### config.mk
export PLATFORM = sky130hd
export DESIGN_NAME = ipc_config_regs
export DESIGN_NICKNAME = d
export VERILOG_FILES = /design/src/include/ipc_pkg.sv /design/src/rtl/ipc_config_regs.sv /design/src/rtl/ipc_sync.sv
export VERILOG_INCLUDE_DIRS = /design/src /design/src/include
export SDC_FILE = /design/constraint.sdc
export NUM_CORES = 1
export LEC_CHECK = 0
export BUFFER_PORTS_ARGS = -buffer_cell sky130_fd_sc_hd__buf_2
export CORE_MARGIN = 2
export CORE_UTILIZATION = 55
export CTS_BUF_LIST = sky130_fd_sc_hd__clkbuf_16
export DETAILED_ROUTE_END_ITERATION = 10
export GPL_ROUTABILITY_DRIVEN = 0
export PLACE_DENSITY_LB_ADDON = 0.25
export SLEW_MARGIN = 10
export SYNTH_ARGS = -nofsm -noshare
export SYNTH_HDL_FRONTEND = slang
export SYNTH_SLANG_ARGS = --single-unit
### constraint.sdc
create_clock -name sys_clk -period 3.1 [get_ports sys_clk]
set_clock_uncertainty 0.05 [all_clocks]
set_input_delay 0.155 -clock sys_clk [delete_from_list [all_inputs] [get_ports sys_clk]]
set_output_delay 0.155 -clock sys_clk [all_outputs]
set_load 0.01 [all_outputs]
### src/include/ipc_defines.svh
// Constants for the plug and play configuration register block.
// Assumes inclusion by bare name from design and verification files.
`ifndef IPC_DEFINES_SVH
`define IPC_DEFINES_SVH

// ---------------------------------------------------------------
// Fixed auto-configuration port addresses
// ---------------------------------------------------------------
`define IPC_INDEX_PORT 12'h279
`define IPC_WDATA_PORT 12'hA79
`define IPC_RPORT_LOW 2'h3
`define IPC_RPORT_HIGH 2'h0

// ---------------------------------------------------------------
// Register indices
// ---------------------------------------------------------------
`define IPC_IDX_RPORT 8'h00
`define IPC_IDX_ISOL 8'h01
`define IPC_IDX_CMD 8'h02
`define IPC_IDX_WAKE 8'h03
`define IPC_IDX_RDATA 8'h04
`define IPC_IDX_STAT 8'h05
`define IPC_IDX_CARDNUM 8'h06
`define IPC_IDX_LUN 8'h07
`define IPC_IDX_ACT 8'h30
`define IPC_IDX_RCHK 8'h31
`define IPC_IDX_ROMH 8'h40
`define IPC_IDX_ROML 8'h41
`define IPC_IDX_MCTL 8'h42
`define IPC_IDX_BACKUP 8'hF5

// ---------------------------------------------------------------
// Command bits, field masks and fixed values
// ---------------------------------------------------------------
`define IPC_CMD_RESET 0
`define IPC_CMD_WAITKEY 1
`define IPC_CMD_CLRNUM 2
`define IPC_ACT_BIT 0
`define IPC_RCHK_EN 1
`define IPC_RCHK_PAT 0
`define IPC_ROMH_MASK 8'h0D
`define IPC_ROML_MASK 8'hC0
`define IPC_PAT_SET 8'h55
`define IPC_PAT_CLR 8'hAA
`define IPC_ZERO 8'h00
`define IPC_LUN_VALUE 8'h00
`define IPC_MCTL_VALUE 8'h00

// ---------------------------------------------------------------
// Power-up values and initiation key generator
// ---------------------------------------------------------------
`define IPC_RST_RPORT 8'h00
`define IPC_RST_CARDNUM 8'h00
`define IPC_RST_ACT 8'h00
`define IPC_RST_RCHK 8'h00
`define IPC_RST_ROMH 8'h00
`define IPC_RST_ROML 8'h00
`define IPC_KEY_SEED 8'h6A
`define IPC_KEY_LEN 6'd32
`define IPC_KEY_LAST 6'd31

`endif

### src/include/ipc_pkg.sv
// Types shared by the plug and play configuration block.
// Assumes nothing of its surroundings.
package ipc_pkg;

  // ---------------------------------------------------------------
  // Card states, Gray coded along wait, sleep, isolate, config
  // ---------------------------------------------------------------
  typedef enum logic [1:0] {
    IPC_WAITKEY = 2'h0,
    IPC_SLEEP = 2'h1,
    IPC_ISOLATE = 2'h3,
    IPC_CONFIG = 2'h2
  } ipc_state_t;

endpackage

### src/rtl/ipc_config_regs.sv
// Plug and play card and logical device configuration registers.
// Assumes ISA strobes, address and data arrive as raw pins; range hit,
// resource and isolation inputs come from logic on sys_clk.
// Summary of operation
// Decode write index port 279H, write data A79H, movable read port.
// Index is kept for any number of data accesses until rewritten.
// Index port writes are watched for the initiation key sequence.
// Undefined registers and bits are read-only and return zero.
// Index 00H write sets read port address bits 9..2; bits 1..0 ones.
// Reading 01H in isolation triggers one serial identifier bit compare.
// Command bit 0 resets the logical device registers, keeping the number.
// Command bit 1 returns the card to key wait, keeping the number.
// Command bit 2 clears card number and its backup copy.
// Command bits clear themselves in hardware after acting.
// Wake write moves matching sleeping card to isolation or config.
// Index 04H gives next resource byte; 05H bit 0 flags readiness.
// Card number write also records the backup copy.
// Index 07H reads zero, one logical unit only.
// Activate bit 0 is read/write and enables the logical unit.
// Host disables range check before activating the unit.
// Range check bit 1 acts only while the unit is inactive.
// Range check reads return 55H with bit 0 set, else AAH.
// Boot ROM high: bits 23..20 and 17 read zero, rest writable.
// Boot ROM low: bits 13..8 read zero, rest writable.
// Memory control at 42H reads zero, eight bit ROM access only.
// Boot ROM size comes from serial memory, not these registers.
// Read port returns indexed register; write port updates it.
// Data accesses act only in states that permit them.
`timescale 1ns/1ps

`include "ipc_defines.svh"

module ipc_config_regs
  import ipc_pkg::*;
(
  input wire logic sys_clk,
  input wire logic nrst,
  input wire logic [11:0] isaAddr,
  input wire logic [7:0] isaDataIn,
  input wire logic isaIorN,
  input wire logic isaIowN,
  output logic [7:0] isaDataOut,
  output logic isaDataOe,
  input wire logic ioRangeHit,
  input wire logic [7:0] resourceByte,
  input wire logic resourceReady,
  output logic resourceNext,
  input wire logic [7:0] isolationData,
  output logic isolationCompare,
  input wire logic [1:0] romSizeCfg,
  output logic [1:0] bootRomSize,
  output logic [15:0] bootRomBase,
  output logic unitActive,
  output logic rangeCheckActive,
  output logic [7:0] cardNumberBackup,
  output logic [1:0] cardState
);

  // ---------------------------------------------------------------
  // Pin synchronisation
  // ---------------------------------------------------------------
  logic [1:0] strobeSync;
  logic [19:0] busSync;
  logic iorPrev_q;
  logic iowPrev_q;

  ipc_sync #(.WIDTH(2), .INIT(2'h3)) uStrobeSync (
    .sys_clk(sys_clk),
    .nrst(nrst),
    .pinIn({isaIorN, isaIowN}),
    .syncOut(strobeSync)
  );

  ipc_sync #(.WIDTH(20), .INIT(20'h00000)) uBusSync (
    .sys_clk(sys_clk),
    .nrst(nrst),
    .pinIn({isaAddr, isaDataIn}),
    .syncOut(busSync)
  );

  logic iorN;
  logic iowN;
  logic [11:0] addr;
  logic [7:0] wdata;
  assign iorN = strobeSync[1];
  assign iowN = strobeSync[0];
  assign addr = busSync[19:8];
  assign wdata = busSync[7:0];

  // Previous strobe levels give single-cycle start-of-access pulses.
  always_ff @(posedge sys_clk or negedge nrst) begin
    if (!nrst) begin
      iorPrev_q <= 1'b1;
      iowPrev_q <= 1'b1;
    end else begin
      iorPrev_q <= iorN;
      iowPrev_q <= iowN;
    end
  end

  // ---------------------------------------------------------------
  // Port decode
  // ---------------------------------------------------------------
  ipc_state_t state_q;
  logic [7:0] rport_q;
  logic [7:0] index_q;
  logic readStart;
  logic writeStart;
  logic idxWrite;
  logic dataWrite;
  logic rportHit;
  logic dataRead;

  assign readStart = iorPrev_q && !iorN;
  assign writeStart = iowPrev_q && !iowN;
  // port decode
  assign idxWrite = writeStart && (addr == `IPC_INDEX_PORT);
  assign dataWrite = writeStart && (addr == `IPC_WDATA_PORT);
  // read port shape
  assign rportHit = (addr == {`IPC_RPORT_HIGH, rport_q, `IPC_RPORT_LOW});
  logic rportHit_ok;
  // R24 reads only once isolated or configured
  assign rportHit_ok = rportHit && (state_q == IPC_ISOLATE || state_q == IPC_CONFIG);
  assign dataRead = readStart && rportHit_ok;

  // ---------------------------------------------------------------
  // Initiation key detector
  // ---------------------------------------------------------------
  logic [7:0] keyLfsr_q;
  logic [5:0] keyCount_q;
  logic keyDone;

  // key sequence watch
  assign keyDone = idxWrite && (wdata == keyLfsr_q) && (keyCount_q == `IPC_KEY_LAST);

  // A mismatch restarts the sequence; the check only runs in key wait.
  always_ff @(posedge sys_clk or negedge nrst) begin
    if (!nrst) begin
      keyLfsr_q <= `IPC_KEY_SEED;
      keyCount_q <= 6'd0;
    end else if (idxWrite) begin
      if (state_q == IPC_WAITKEY && wdata == keyLfsr_q && keyCount_q != `IPC_KEY_LAST) begin
        keyLfsr_q <= {keyLfsr_q[1] ^ keyLfsr_q[0], keyLfsr_q[7:1]};
        keyCount_q <= keyCount_q + 6'd1;
      end else begin
        keyLfsr_q <= `IPC_KEY_SEED;
        keyCount_q <= 6'd0;
      end
    end
  end

  // ---------------------------------------------------------------
  // Index register
  // ---------------------------------------------------------------
  // index held until rewritten
  always_ff @(posedge sys_clk or negedge nrst) begin
    if (!nrst) begin
      index_q <= `IPC_ZERO;
    end else if (idxWrite && state_q != IPC_WAITKEY) begin
      index_q <= wdata;
    end
  end

  // ---------------------------------------------------------------
  // Write qualification
  // ---------------------------------------------------------------
  logic inConfig;
  logic inIsolate;
  logic wrRport;
  logic wrCmd;
  logic wrWake;
  logic wrCardNum;
  logic wrCfg;
  logic [2:0] cmd_q;

  assign inConfig = (state_q == IPC_CONFIG);
  assign inIsolate = (state_q == IPC_ISOLATE);
  // writes gated by card state
  assign wrRport = dataWrite && (inConfig || inIsolate) && (index_q == `IPC_IDX_RPORT);
  assign wrCmd = dataWrite && (state_q != IPC_WAITKEY) && (index_q == `IPC_IDX_CMD);
  assign wrWake = dataWrite && (state_q != IPC_WAITKEY) && (index_q == `IPC_IDX_WAKE);
  assign wrCardNum = dataWrite && (inConfig || inIsolate) && (index_q == `IPC_IDX_CARDNUM);
  assign wrCfg = dataWrite && inConfig;

  // command bits self-clear
  always_ff @(posedge sys_clk or negedge nrst) begin
    if (!nrst) begin
      cmd_q <= 3'h0;
    end else if (wrCmd) begin
      cmd_q <= wdata[2:0];
    end else begin
      cmd_q <= 3'h0;
    end
  end

  // ---------------------------------------------------------------
  // Card state machine
  // ---------------------------------------------------------------
  logic [7:0] cardNum_q;

  // Wait-for-key command takes priority over any wake in the same cycle.
  always_ff @(posedge sys_clk or negedge nrst) begin
    if (!nrst) begin
      state_q <= IPC_WAITKEY;
    end else if (cmd_q[`IPC_CMD_WAITKEY]) begin
      // return to key wait
      state_q <= IPC_WAITKEY;
    end else begin
      case (state_q)
        IPC_WAITKEY: begin
          if (keyDone) begin
            state_q <= IPC_SLEEP;
          end
        end
        IPC_SLEEP: begin
          // wake on matching number
          if (wrWake && wdata == cardNum_q) begin
            state_q <= (wdata == `IPC_ZERO) ? IPC_ISOLATE : IPC_CONFIG;
          end
        end
        IPC_ISOLATE: begin
          if (wrCardNum) begin
            state_q <= IPC_CONFIG;
          end else if (wrWake && wdata != cardNum_q) begin
            state_q <= IPC_SLEEP;
          end
        end
        IPC_CONFIG: begin
          if (wrWake && wdata != cardNum_q) begin
            state_q <= IPC_SLEEP;
          end
        end
        default: begin
          state_q <= IPC_WAITKEY;
        end
      endcase
    end
  end

  // ---------------------------------------------------------------
  // Card registers
  // ---------------------------------------------------------------
  // read port locator
  always_ff @(posedge sys_clk or negedge nrst) begin
    if (!nrst) begin
      rport_q <= `IPC_RST_RPORT;
    end else if (wrRport) begin
      rport_q <= wdata;
    end
  end

  // The backup copy survives the device reset command, like the number.
  always_ff @(posedge sys_clk or negedge nrst) begin
    if (!nrst) begin
      cardNum_q <= `IPC_RST_CARDNUM;
      cardNumberBackup <= `IPC_RST_CARDNUM;
    end else if (cmd_q[`IPC_CMD_CLRNUM]) begin
      // clear number and backup
      cardNum_q <= `IPC_ZERO;
      cardNumberBackup <= `IPC_ZERO;
    end else if (wrCardNum) begin
      // number and backup copy
      cardNum_q <= wdata;
      cardNumberBackup <= wdata;
    end
  end

  // ---------------------------------------------------------------
  // Logical device registers
  // ---------------------------------------------------------------
  logic [7:0] act_q;
  logic [7:0] rchk_q;
  logic [7:0] romHigh_q;
  logic [7:0] romLow_q;

  // reset command restores power-up values
  always_ff @(posedge sys_clk or negedge nrst) begin
    if (!nrst) begin
      act_q <= `IPC_RST_ACT;
      rchk_q <= `IPC_RST_RCHK;
      romHigh_q <= `IPC_RST_ROMH;
      romLow_q <= `IPC_RST_ROML;
    end else if (cmd_q[`IPC_CMD_RESET]) begin
      act_q <= `IPC_RST_ACT;
      rchk_q <= `IPC_RST_RCHK;
      romHigh_q <= `IPC_RST_ROMH;
      romLow_q <= `IPC_RST_ROML;
    end else if (wrCfg) begin
      // activate bit
      if (index_q == `IPC_IDX_ACT) begin
        act_q <= {7'h00, wdata[`IPC_ACT_BIT]};
      end
      if (index_q == `IPC_IDX_RCHK) begin
        rchk_q <= {6'h00, wdata[1:0]};
      end
      // fixed-zero high bits
      if (index_q == `IPC_IDX_ROMH) begin
        romHigh_q <= wdata & `IPC_ROMH_MASK;
      end
      // fixed-zero low bits
      if (index_q == `IPC_IDX_ROML) begin
        romLow_q <= wdata & `IPC_ROML_MASK;
      end
    end
  end

  assign unitActive = act_q[`IPC_ACT_BIT];
  // check only while inactive
  assign rangeCheckActive = rchk_q[`IPC_RCHK_EN] && !act_q[`IPC_ACT_BIT];
  assign bootRomBase = {romHigh_q, romLow_q};
  // size straight from serial memory
  assign bootRomSize = romSizeCfg;

  // ---------------------------------------------------------------
  // Read side effects
  // ---------------------------------------------------------------
  // isolation compare pulse
  assign isolationCompare = dataRead && inIsolate && (index_q == `IPC_IDX_ISOL);
  // advance resource stream
  assign resourceNext = dataRead && inConfig && (index_q == `IPC_IDX_RDATA);

  // ---------------------------------------------------------------
  // Read data multiplexer
  // ---------------------------------------------------------------
  logic [7:0] regRead;
  logic rangeRead;

  // indexed register readback
  always_comb begin
    // unlisted reads return zero
    regRead = `IPC_ZERO;
    if (index_q == `IPC_IDX_ISOL) begin
      regRead = isolationData;
    end else if (index_q == `IPC_IDX_RDATA) begin
      regRead = resourceByte;
    end else if (index_q == `IPC_IDX_STAT) begin
      // ready flag
      regRead = {7'h00, resourceReady};
    end else if (index_q == `IPC_IDX_CARDNUM) begin
      regRead = cardNum_q;
    end else if (index_q == `IPC_IDX_LUN) begin
      // single unit
      regRead = `IPC_LUN_VALUE;
    end else if (index_q == `IPC_IDX_ACT) begin
      regRead = act_q;
    end else if (index_q == `IPC_IDX_RCHK) begin
      regRead = rchk_q;
    end else if (index_q == `IPC_IDX_ROMH) begin
      regRead = romHigh_q;
    end else if (index_q == `IPC_IDX_ROML) begin
      regRead = romLow_q;
    end else if (index_q == `IPC_IDX_MCTL) begin
      // eight bit only
      regRead = `IPC_MCTL_VALUE;
    end else if (index_q == `IPC_IDX_BACKUP) begin
      regRead = cardNumberBackup;
    end
  end

  // range check pattern
  assign rangeRead = rangeCheckActive && ioRangeHit && inConfig;

  // Data is registered; the enable follows the synchronised strobe.
  always_ff @(posedge sys_clk or negedge nrst) begin
    if (!nrst) begin
      isaDataOut <= `IPC_ZERO;
    end else if (rangeRead) begin
      isaDataOut <= rchk_q[`IPC_RCHK_PAT] ? `IPC_PAT_SET : `IPC_PAT_CLR;
    end else begin
      isaDataOut <= regRead;
    end
  end

  assign isaDataOe = !iorN && !iorPrev_q && (rportHit_ok || rangeRead);
  assign cardState = state_q;
endmodule // ipc_config_regs

### src/rtl/ipc_sync.sv
// Two-stage synchroniser for a group of pin inputs.
// Assumes each bit is independent or stable while it is sampled.
`timescale 1ns/1ps

module ipc_sync #(
  parameter int WIDTH = 1,
  parameter logic [WIDTH-1:0] INIT = '0
) (
  input wire logic sys_clk,
  input wire logic nrst,
  input wire logic [WIDTH-1:0] pinIn,
  output logic [WIDTH-1:0] syncOut
);

  // ---------------------------------------------------------------
  // Synchroniser stages
  // ---------------------------------------------------------------
  logic [WIDTH-1:0] meta_q;

  // The first stage feeds only the second, so metastability is contained.
  always_ff @(posedge sys_clk or negedge nrst) begin
    if (!nrst) begin
      meta_q <= INIT;
      syncOut <= INIT;
    end else begin
      meta_q <= pinIn;
      syncOut <= meta_q;
    end
  end

endmodule // ipc_sync

==> results of run 1 <==
## final cells by class
| cell class | count | area [um2] |
|---|---|---|
| flip-flops and latches | 105 | 2640 |
| fillers | 601 | 2650 |
| inverters | 2 | 7.51 |
| clock buffers | 9 | 225 |
| well taps | 105 | 131 |
| multi-input cells | 263 | 1790 |
| clock inverters | 7 | 61.3 |
| repair buffers | 99 | 631 |
## path summary, 6_finish.rpt
check                                   startpoint                   to  slack [ns]  depth (start not counted)
worst max-delay path                    index_q[0]     isolationCompare        0.41                          4
worst min-delay path              isolationData[4]        isaDataOut[4]        0.04                          3
worst max register to register          index_q[5]         cardNum_q[4]        0.73                          5
worst min register to register  uBusSync.meta_q[6]  uBusSync.syncOut[6]        0.30                          0
max in group asynchronous                     nrst         keyLfsr_q[1]        1.75                          3
min in group asynchronous                     nrst  uBusSync.syncOut[3]        0.33                          2
## power breakdown
group | leakage (nW) | total, mW | internal, mW | switching, mW
sequential | 1.34 | 1.43 | 1.40 | 0.0230
clock | 0.146 | 1.09 | 0.563 | 0.523
combinational | 1.05 | 0.119 | 0.0573 | 0.0617
total | 2.53 | 2.63 | 2.02 | 0.607
## layout by cell type, fill, tap and decap left out, types with 4 or more instances in the layout
master	instances
a21oi_1	18
a221oi_1	4
a22o_1	7
and2_1	4
buf_2	68
buf_4	8
clkbuf_16	9
conb_1	11
dfrtp_1	95
dfstp_2	10
dlygate4sd3_1	23
mux2_2	16
mux2i_1	10
nand2_1	31
nand2b_1	5
nand3_1	12
nand4_1	10
nor2_1	26
nor2b_1	5
nor3_1	5
nor4_1	6
o21ai_0	12
o22a_1	5
xnor2_1	17
xor2_1	8
## per-layer routing
metal / GRT usage / vias to the layer above / share of wire
li1: - / 1548 / -
met1: 0.326 / 1679 / 0.42
met2: 0.376 / 138 / 0.48
met3: 0.0443 / 29 / 0.070
met4: 0.132 / 0 / 0.034
met5: 0 / - / 0
## logic make-up after synthesis
logic type      Yosys count  share of synthesized area
compound gates           66                     0.0988
xor+xnor                 25                     0.0478
fa+ha+maj                 1                    0.00273
buf+inv                  35                     0.0418
flops                   105                      0.576
mux                      26                     0.0611
other cells               1                   0.000818
simple gates            134                      0.171
## critical path, stage by stage (launching register included)
cell	delay, ns
dfrtp_1	0.65
or4b_1	0.63
or2_2	0.42
nor3_1	0.27
buf_2	0.18
## repair_timing
action / 4_1_cts / 5_1_grt
hold buffers: 23 / 0
gates resized for setup: 0 / 0
endpoints found under the hold margin: 69 / 0
## through the flow
step / std cells / utilization / area, um2 / hold WS, ns / setup slack [ns]
6_report: 590 / 0.675 / 5490 / 0.0374 / 0.410
5_1_grt: 590 / 0.675 / 5490 / 0.0513 / 0.326
4_1_cts: 590 / 0.675 / 5490 / 0.0353 / 0.431
3_5_place_dp: 551 / 0.611 / 4970 / 0.177 / 0.770
3_3_place_gp: 551 / 0.611 / 4970 / 0.168 / 0.784
2_1_floorplan: 403 / - / 4620 / -0.191 / 1.05
## flip-flops by register name, summed over array words and instances (netlist names), 6 cells and up
name and count:
cardNum_q 8, index_q 8, isaDataOut 8, keyCount_q 6, keyLfsr_q 8, rport_q 8
uBusSync.meta_q 20, uBusSync.syncOut 20
## synth_stat cells (all sizes together), types with 2 or more instances
master	n	area [um2]
nor4b	3	41.3
or2	2	12.5
a221oi	4	35.0
nor4bb	2	20.0
nand3	12	60.1
o22a	5	43.8
inv	2	7.51
nor4	10	105
nand4	10	62.6
nor2b	5	31.3
a211oi	3	22.5
nand4bb	2	22.5
xor2	8	70.1
nor2	27	109
or4	3	22.5
dfrtp	95	2380
o22ai	3	18.8
o21ai	12	60.1
o41ai	2	17.5
clkbuf	11	41.3
a221o	2	20.0
or3	3	18.8
mux2i	10	100
and3	2	12.5
nor3	6	35.0
nand3b	3	22.5
a21o	2	15.0
a22o	7	61.3
and2	4	25.0
mux2	16	180
buf	22	143
xnor2	17	149
or3b	2	17.5
dfstp	10	263
a21oi	18	90.1
nand2b	5	31.3
nand2	31	116
==> results.json, run 1 <==
{
  "drv_cap": 0,
  "synthCells": 393,
  "crit_fanout": 11,
  "postCtsSetupRepairBufs": 0,
  "drt_iter0_drc": 297,
  "synthDistinctLibCells": 56,
  "synth_edf_count": 0,
  "final-setup-viol-count": 0,
  "core_um2": 8130,
  "clkSinkCount": 105,
  "dieArea_um2": 9080,
  "endpoint_kind": "output pin",
  "place_hpwl_mm": 7.26,
  "synth-main-ff-cell": "dfrtp_1",
  "ir_drop_uv": 386,
  "slew-limit-headroom": 0.430,
  "synth-seq-cells": 105,
  "drtPass1Iterations": 5,
  "layout-drive-gt1-share": 0.266,
  "rsz0062_at_grt": "false",
  "vias": 3394,
  "cp.arrival_ns": 2.49,
  "yosys_warnings": 0,
  "fp.dieH_um": 95.3,
  "io_buffers": 69,
  "critPathLaunchType": "register",
  "async_reset_ff_frac": 1.00,
  "wire_per_inst_um": 17.4,
  "routed_wl_mm": 10.3,
  "path_class": "register to output pin",
  "worst_pin_slew_ns": 0.843,
  "cts_htree_levels": 3,
  "clock_latency_ns": 0.35,
  "grt_start_max_net_pins": 54,
  "drc": 0,
  "yosysSeqAreaShare": 0.576,
  "cts_buffers": 9,
  "syn_area_um2": 4580,
  "grt-ovfl-total": 0,
  "clkSlewWorstSetupHoldPaths_ns": 0.07,
  "grt_usage": 0.243,
  "cts.path.max_buffers": 2,
  "status": "completed",
  "maxSlewViolCount": 0,
  "initial_core_util": 0.564,
  "io_pins": 85,
  "fin_nets": 525,
  "clock.fmax_ghz": 0.372,
  "p_leak_nw": 2.53,
  "required_ns": 2.89,
  "viasPerCell": 5.75,
  "placementRows": 33,
  "period_needed_ns": 2.69,
  "syn2layout_area_growth_pct": 19.7,
  "syn_area_per_cell_um2": 11.7,
  "power_per_cell_area_nw_per_um2": 479,
  "grt_pass1_wl_mm": 16.5,
  "cts_tree": "yes",
  "grt_pass1_vias": 3271,
  "power_mw": 2.63,
  "finalHoldViolations": 0,
  "tns_ns": 0,
  "fin_crit_sh": 0.868,
  "diodes": 0,
  "hold_class": "primary input to register",
  "die_w_um": 95.3,
  "clockRootBuffer": "clkbuf_16",
  "antenna_left": 0,
  "antenna_found_initial": 0
}
No activity file was read; power rests on OpenSTA's default activity.
==> inputs of run 2 (changes only) <==
--- a/config.mk
+++ b/config.mk
@@ -8,7 +8,7 @@
 export LEC_CHECK = 0
 export BUFFER_PORTS_ARGS = -buffer_cell sky130_fd_sc_hd__buf_2
 export CORE_MARGIN = 2
-export CORE_UTILIZATION = 55
+export CORE_UTILIZATION = 50
 export CTS_BUF_LIST = sky130_fd_sc_hd__clkbuf_16
 export DETAILED_ROUTE_END_ITERATION = 10
 export GPL_ROUTABILITY_DRIVEN = 0
==> constraint.sdc (replaced) <==
create_clock -name sys_clk -period 2.4 [get_ports sys_clk]
set_clock_uncertainty 0.05 [all_clocks]
set_input_delay 0.12 -clock sys_clk [delete_from_list [all_inputs] [get_ports sys_clk]]
set_output_delay 0.12 -clock sys_clk [all_outputs]
set_load 0.01 [all_outputs]
==> run 2 against run 1 <==
Sequential share of layout area shrank 1.9 points. Largest cell class unchanged. Sequential power increased by 29%. First-iteration DRC count down 36%. Critical path depth grew 2. Largest power group unchanged. Critical path type unchanged. Worst hold slack got worse by 0.027 ns. Clock power increased by 36%. Highest routed layer unchanged. Critical endpoint unchanged. Register-to-register slack got worse by 0.59 ns. Flip-flop and latch count did not move.
==> results.json, run 2 (synthesis results as in run 1) <==
{
  "status": "completed",
  "crit_buf_inv": 1,
  "worst_pin_slew_ns": 0.676,
  "fin_crit_sh": 0.952,
  "vias": 3449,
  "grt_usage": 0.230,
  "clockRootBuffer": "clkbuf_16",
  "final-setup-viol-count": 0,
  "io_buffers": 69,
  "finalHoldViolations": 0,
  "dieArea_um2": 9950,
  "finalWorstSetupSlack_ns": 0.115,
  "place_area_um2": 5120,
  "critPathSlowestCell": "or3b_4",
  "routed_wl_mm": 10.9,
  "fp.dieH_um": 99.8,
  "fin_util": 0.648,
  "layout-drive-gt1-share": 0.310,
  "crit_fanout": 2,
  "cp_cell_sequence": "xor2_1 -> nor4_1 -> nand4_1 -> or3b_4 -> nor3_4 -> buf_2",
  "grt_start_max_net_pins": 53,
  "drt_iter0_drc": 189,
  "clkSlewWorstSetupHoldPaths_ns": 0.07,
  "top_regs": "uBusSync.meta_q x20, uBusSync.syncOut x20",
  "p_leak_nw": 2.67,
  "fillCellCount": 659,
  "power_per_cell_area_nw_per_um2": 611,
  "grt_pass1_wl_mm": 17.5,
  "grt-ovfl-total": 0,
  "cts_buffers": 9,
  "cp.arrival_ns": 2.11,
  "clock_latency_ns": 0.34,
  "endpoint_kind": "output pin",
  "fin_hold_ws_ns": 0.0109,
  "drv_cap": 0,
  "crit_path_max_incr_delay_ns": 0.47,
  "period_needed_ns": 2.28,
  "syn2layout_area_growth_pct": 24.5,
  "place_hpwl_mm": 7.81,
  "drtPass1Iterations": 5,
  "antenna_left": 0,
  "drc": 0,
  "cts_tree": "yes",
  "fin_nets": 547,
  "path_class": "register to output pin",
  "hold_class": "primary input to register",
  "layout_commonest_cell": "dfrtp_1",
  "io_pins": 85,
  "grt_pass1_vias": 3381,
  "die_w_um": 99.8,
  "cts_htree_levels": 3,
  "ir_drop_uv": 453,
  "critPathLaunchType": "register",
  "stdcell_area_um2": 5710,
  "wire_per_inst_um": 17.6,
  "slew-limit-headroom": 0.545,
  "final_cell_mix": "dfrtp_1, buf_2, nand2_1",
  "initial_core_util": 0.521,
  "maxSlewViolCount": 0,
  "clock.fmax_ghz": 0.438,
  "power_mw": 3.49,
  "diodes": 0,
  "antenna_found_initial": 0,
  "viasPerCell": 5.61,
  "cts.path.max_buffers": 2,
  "clkSinkCount": 105,
  "place_ws_ns": 0.0367,
  "required_ns": 2.23,
  "multi_input_area_um2": 1830,
  "regArea_um2": 2640,
  "critical_path.top_delay_family": "simple AND/OR/NAND/NOR gates",
  "rsz0062_at_grt": "true",
  "placementRows": 34,
  "core_um2": 8810
}
run 2: timing repair:
action	CTS	global route
pin swaps	2	7
hold buffers	23	0
resized for setup	3	6
endpoints found under the setup margin	2	6
hold endpoints to repair	65	0
setup buffers	2	0
run 2: worst min-delay path, delay by kind of cell:
kind	cells	cell delay, ns
buffers and inverters	1	0.08
AO/OA/AOI/OAI	1	0.07
AND/OR/NAND/NOR	1	0.09
run 2: stage by stage:
step | setup TNS [ns] | cells
after floorplan | 0 | 403
after global placement | 0 | 574
after detailed placement | 0 | 574
after CTS | 0 | 615
after global routing | -0.0113 | 615
final | 0 | 615
run 2: final timing paths:
path,start,endpoint,slack (ns),depth (start not counted)
setup / recovery,rport_q[6],isolationCompare,0.12,6
hold / removal,resourceByte[5],isaDataOut[5],0.01,3
setup reg to reg,uBusSync.syncOut[10],romHigh_q[2],0.14,5
hold reg to reg,uBusSync.meta_q[6],uBusSync.syncOut[6],0.30,0
max in group asynchronous,nrst,keyCount_q[4],1.26,3
min in group asynchronous,nrst,uBusSync.syncOut[2],0.30,2
run 2: where the power goes:
group,internal [mW],total [mW],switching (mW)
clock,0.820,1.48,0.660
combinational,0.0795,0.168,0.0887
sequential,1.81,1.84,0.0252
run 2: area by class of cell:
class,instances,share of cell area
Sequential cell,105,0.462
Multi-Input combinational cell,263,0.320
Tap cell,108,0.0237
Timing Repair Buffer,121,0.139
Clock inverter,7,0.0138
Clock buffer,9,0.0394
Inverter,2,0.00131
run 2: routing by layer:
layer / vias up / share of wire / global-route usage
met2: 132 / 0.50 / 0.389
met1: 1697 / 0.42 / 0.306
met3: 20 / 0.063 / 0.0443
li1: 1600 / - / -
met5: - / 0 / 0
met4: 0 / 0.018 / 0.0601
==> inputs of run 3 (changes only) <==
--- a/config.mk
+++ b/config.mk
@@ -6,11 +6,11 @@
 export SDC_FILE = /design/constraint.sdc
 export NUM_CORES = 1
 export LEC_CHECK = 0
-export BUFFER_PORTS_ARGS = -buffer_cell sky130_fd_sc_hd__buf_2
 export CORE_MARGIN = 2
-export CORE_UTILIZATION = 50
+export CORE_UTILIZATION = 55
 export CTS_BUF_LIST = sky130_fd_sc_hd__clkbuf_16
 export DETAILED_ROUTE_END_ITERATION = 10
+export DONT_BUFFER_PORTS = 1
 export GPL_ROUTABILITY_DRIVEN = 0
 export PLACE_DENSITY_LB_ADDON = 0.25
 export SLEW_MARGIN = 10
==> run 3 against run 2 <==
The flow now finishes with violations (negative hold slack). Clock-buffer cell count did not move. Non-clock buffer count fell by 54. Global-route usage rose by 1.9 points. Worst hold slack got worse by 0.59 ns. Routed wire length fell by 3.7%. Fmax fell by 1.5%. Critical endpoint is now resourceNext. Largest cell class unchanged.
==> results.json, run 3 (synthesis results as in run 1) <==
{
  "status": "finished, violations left",
  "violations": "negative hold slack",
  "critPathLaunchType": "register",
  "stdcell_area_um2": 5530,
  "place_hpwl_mm": 7.34,
  "initial_core_util": 0.564,
  "period_needed_ns": 2.32,
  "wire_per_inst_um": 18.7,
  "crit_buf_inv": 0,
  "power_per_cell_area_nw_per_um2": 634,
  "cts_hold_buf": 34,
  "layout_commonest_cell": "dfrtp_1",
  "clkSlewWorstSetupHoldPaths_ns": 0.07,
  "io_buffers": 0,
  "clkSinkCount": 105,
  "core_um2": 8130,
  "grt-ovfl-total": 0,
  "cts_htree_levels": 3,
  "cts_tree": "yes",
  "die_w_um": 95.3,
  "syn2layout_area_growth_pct": 20.5,
  "antenna_left": 0,
  "final-setup-viol-count": 0,
  "crit_fanout": 2,
  "path_class": "register to output pin",
  "power_mw": 3.50,
  "routed_wl_mm": 10.5,
  "required_ns": 2.23,
  "critical_path.top_delay_family": "simple AND/OR/NAND/NOR gates",
  "rsz0062_at_grt": "false",
  "io_pins": 85,
  "grt_usage": 0.249,
  "cts.path.max_buffers": 2,
  "p_leak_nw": 2.43,
  "fin_crit_sh": 0.967,
  "ir_drop_uv": 571,
  "crit_path_max_incr_delay_ns": 0.47,
  "cp_cell_sequence": "xor2_1 -> nor4_2 -> nand4_1 -> or3b_4 -> nor2_1",
  "cts_buffers": 9,
  "drt_iter0_drc": 267,
  "placementRows": 33,
  "fillCellCount": 578,
  "drtPass1Iterations": 5,
  "finalHoldViolations": 105,
  "viasPerCell": 5.86,
  "grt_start_max_net_pins": 106,
  "maxSlewViolCount": 0,
  "drc": 0,
  "vias": 3270,
  "final_cell_mix": "dfrtp_1, dlygate4sd3_1, buf_4",
  "dieArea_um2": 9080,
  "fp.dieH_um": 95.3,
  "grt_pass1_vias": 3255,
  "hold_class": "primary input to async pin",
  "layout-drive-gt1-share": 0.205,
  "place_area_um2": 4790,
  "endpoint_kind": "output pin",
  "fin_nets": 493,
  "drv_cap": 0,
  "diodes": 0,
  "critPathSlowestCell": "or3b_4",
  "antenna_found_initial": 0,
  "clock.fmax_ghz": 0.431,
  "fin_hold_ws_ns": -0.583,
  "cp.arrival_ns": 2.15,
  "grt_pass1_wl_mm": 16.7,
  "clockRootBuffer": "clkbuf_16",
  "top_regs": "uBusSync.meta_q x20, uBusSync.syncOut x20",
  "clock_latency_ns": 0.34
}
## run 3: final cells by class
type                    count  area, um2  area share
clock buffers               9        225      0.0408
clock inverters             7       95.1      0.0172
inverters                   2       7.51     0.00136
multi-input cells         263       1830       0.332
flip-flops and latches    105       2640       0.478
well taps                 105        131      0.0238
repair buffers             67        592       0.107
## run 3: stage by stage
stage / setup TNS, ns / hold slack (ns) / utilization / cells / setup slack (ns)
floorplan: 0 / -0.226 / - / 403 / 0.370
detailed placement: -0.119 / -0.223 / 0.589 / 505 / -0.0452
global placement: -0.0229 / -0.224 / 0.589 / 505 / -0.0112
CTS: 0 / -0.595 / 0.676 / 558 / 0.0253
finish: 0 / -0.583 / 0.679 / 558 / 0.0798
global route: 0 / -0.599 / 0.679 / 558 / 0.00321
## run 3: worst paths after layout
path / from / endpoint / slack, ns / cells past startpoint
max: uBusSync.syncOut[16] / resourceNext / 0.08 / 5
min: nrst / uBusSync.meta_q[0] / -0.58 / 0
max reg2reg: index_q[5] / cardNum_q[5] / 0.12 / 5
min reg2reg: uBusSync.meta_q[4] / uBusSync.syncOut[4] / 0.30 / 0
max in group asynchronous: nrst / uStrobeSync.syncOut[1] / 2.67 / 0
min in group sys_clk: resourceByte[3] / isaDataOut[3] / 0.02 / 3
## run 3: what timing repair did
item	CTS	global route
resized for setup	5	5
pin swaps	3	4
endpoints found under the setup margin	5	3
setup buffers	3	0
endpoints found under the hold margin	135	105
## run 3: worst register-to-register path: stages, from the launching register on
cell	delay, ns
dfrtp_1	0.43
or4_4	0.63
nor4b_4	0.36
and4_1	0.47
nand2_1	0.11
a21oi_1	0.17
## run 3: report_power, final
| group | internal [mW] | total, mW | leakage, nW | switching [mW] |
|---|---|---|---|---|
| registers | 1.81 | 1.84 | 1.34 | 0.0244 |
| clock network | 0.842 | 1.55 | 0.157 | 0.706 |
| logic | 0.0657 | 0.116 | 0.929 | 0.0504 |
| total | 2.72 | 3.50 | 2.43 | 0.780 |
## run 3: routing by layer
layer	wire length, um	up-vias	GRT usage
li1	-	1491	-
met1	4410	1635	0.342
met4	278	0	0.106
met5	0	-	0
met2	5090	122	0.388
met3	676	22	0.0482
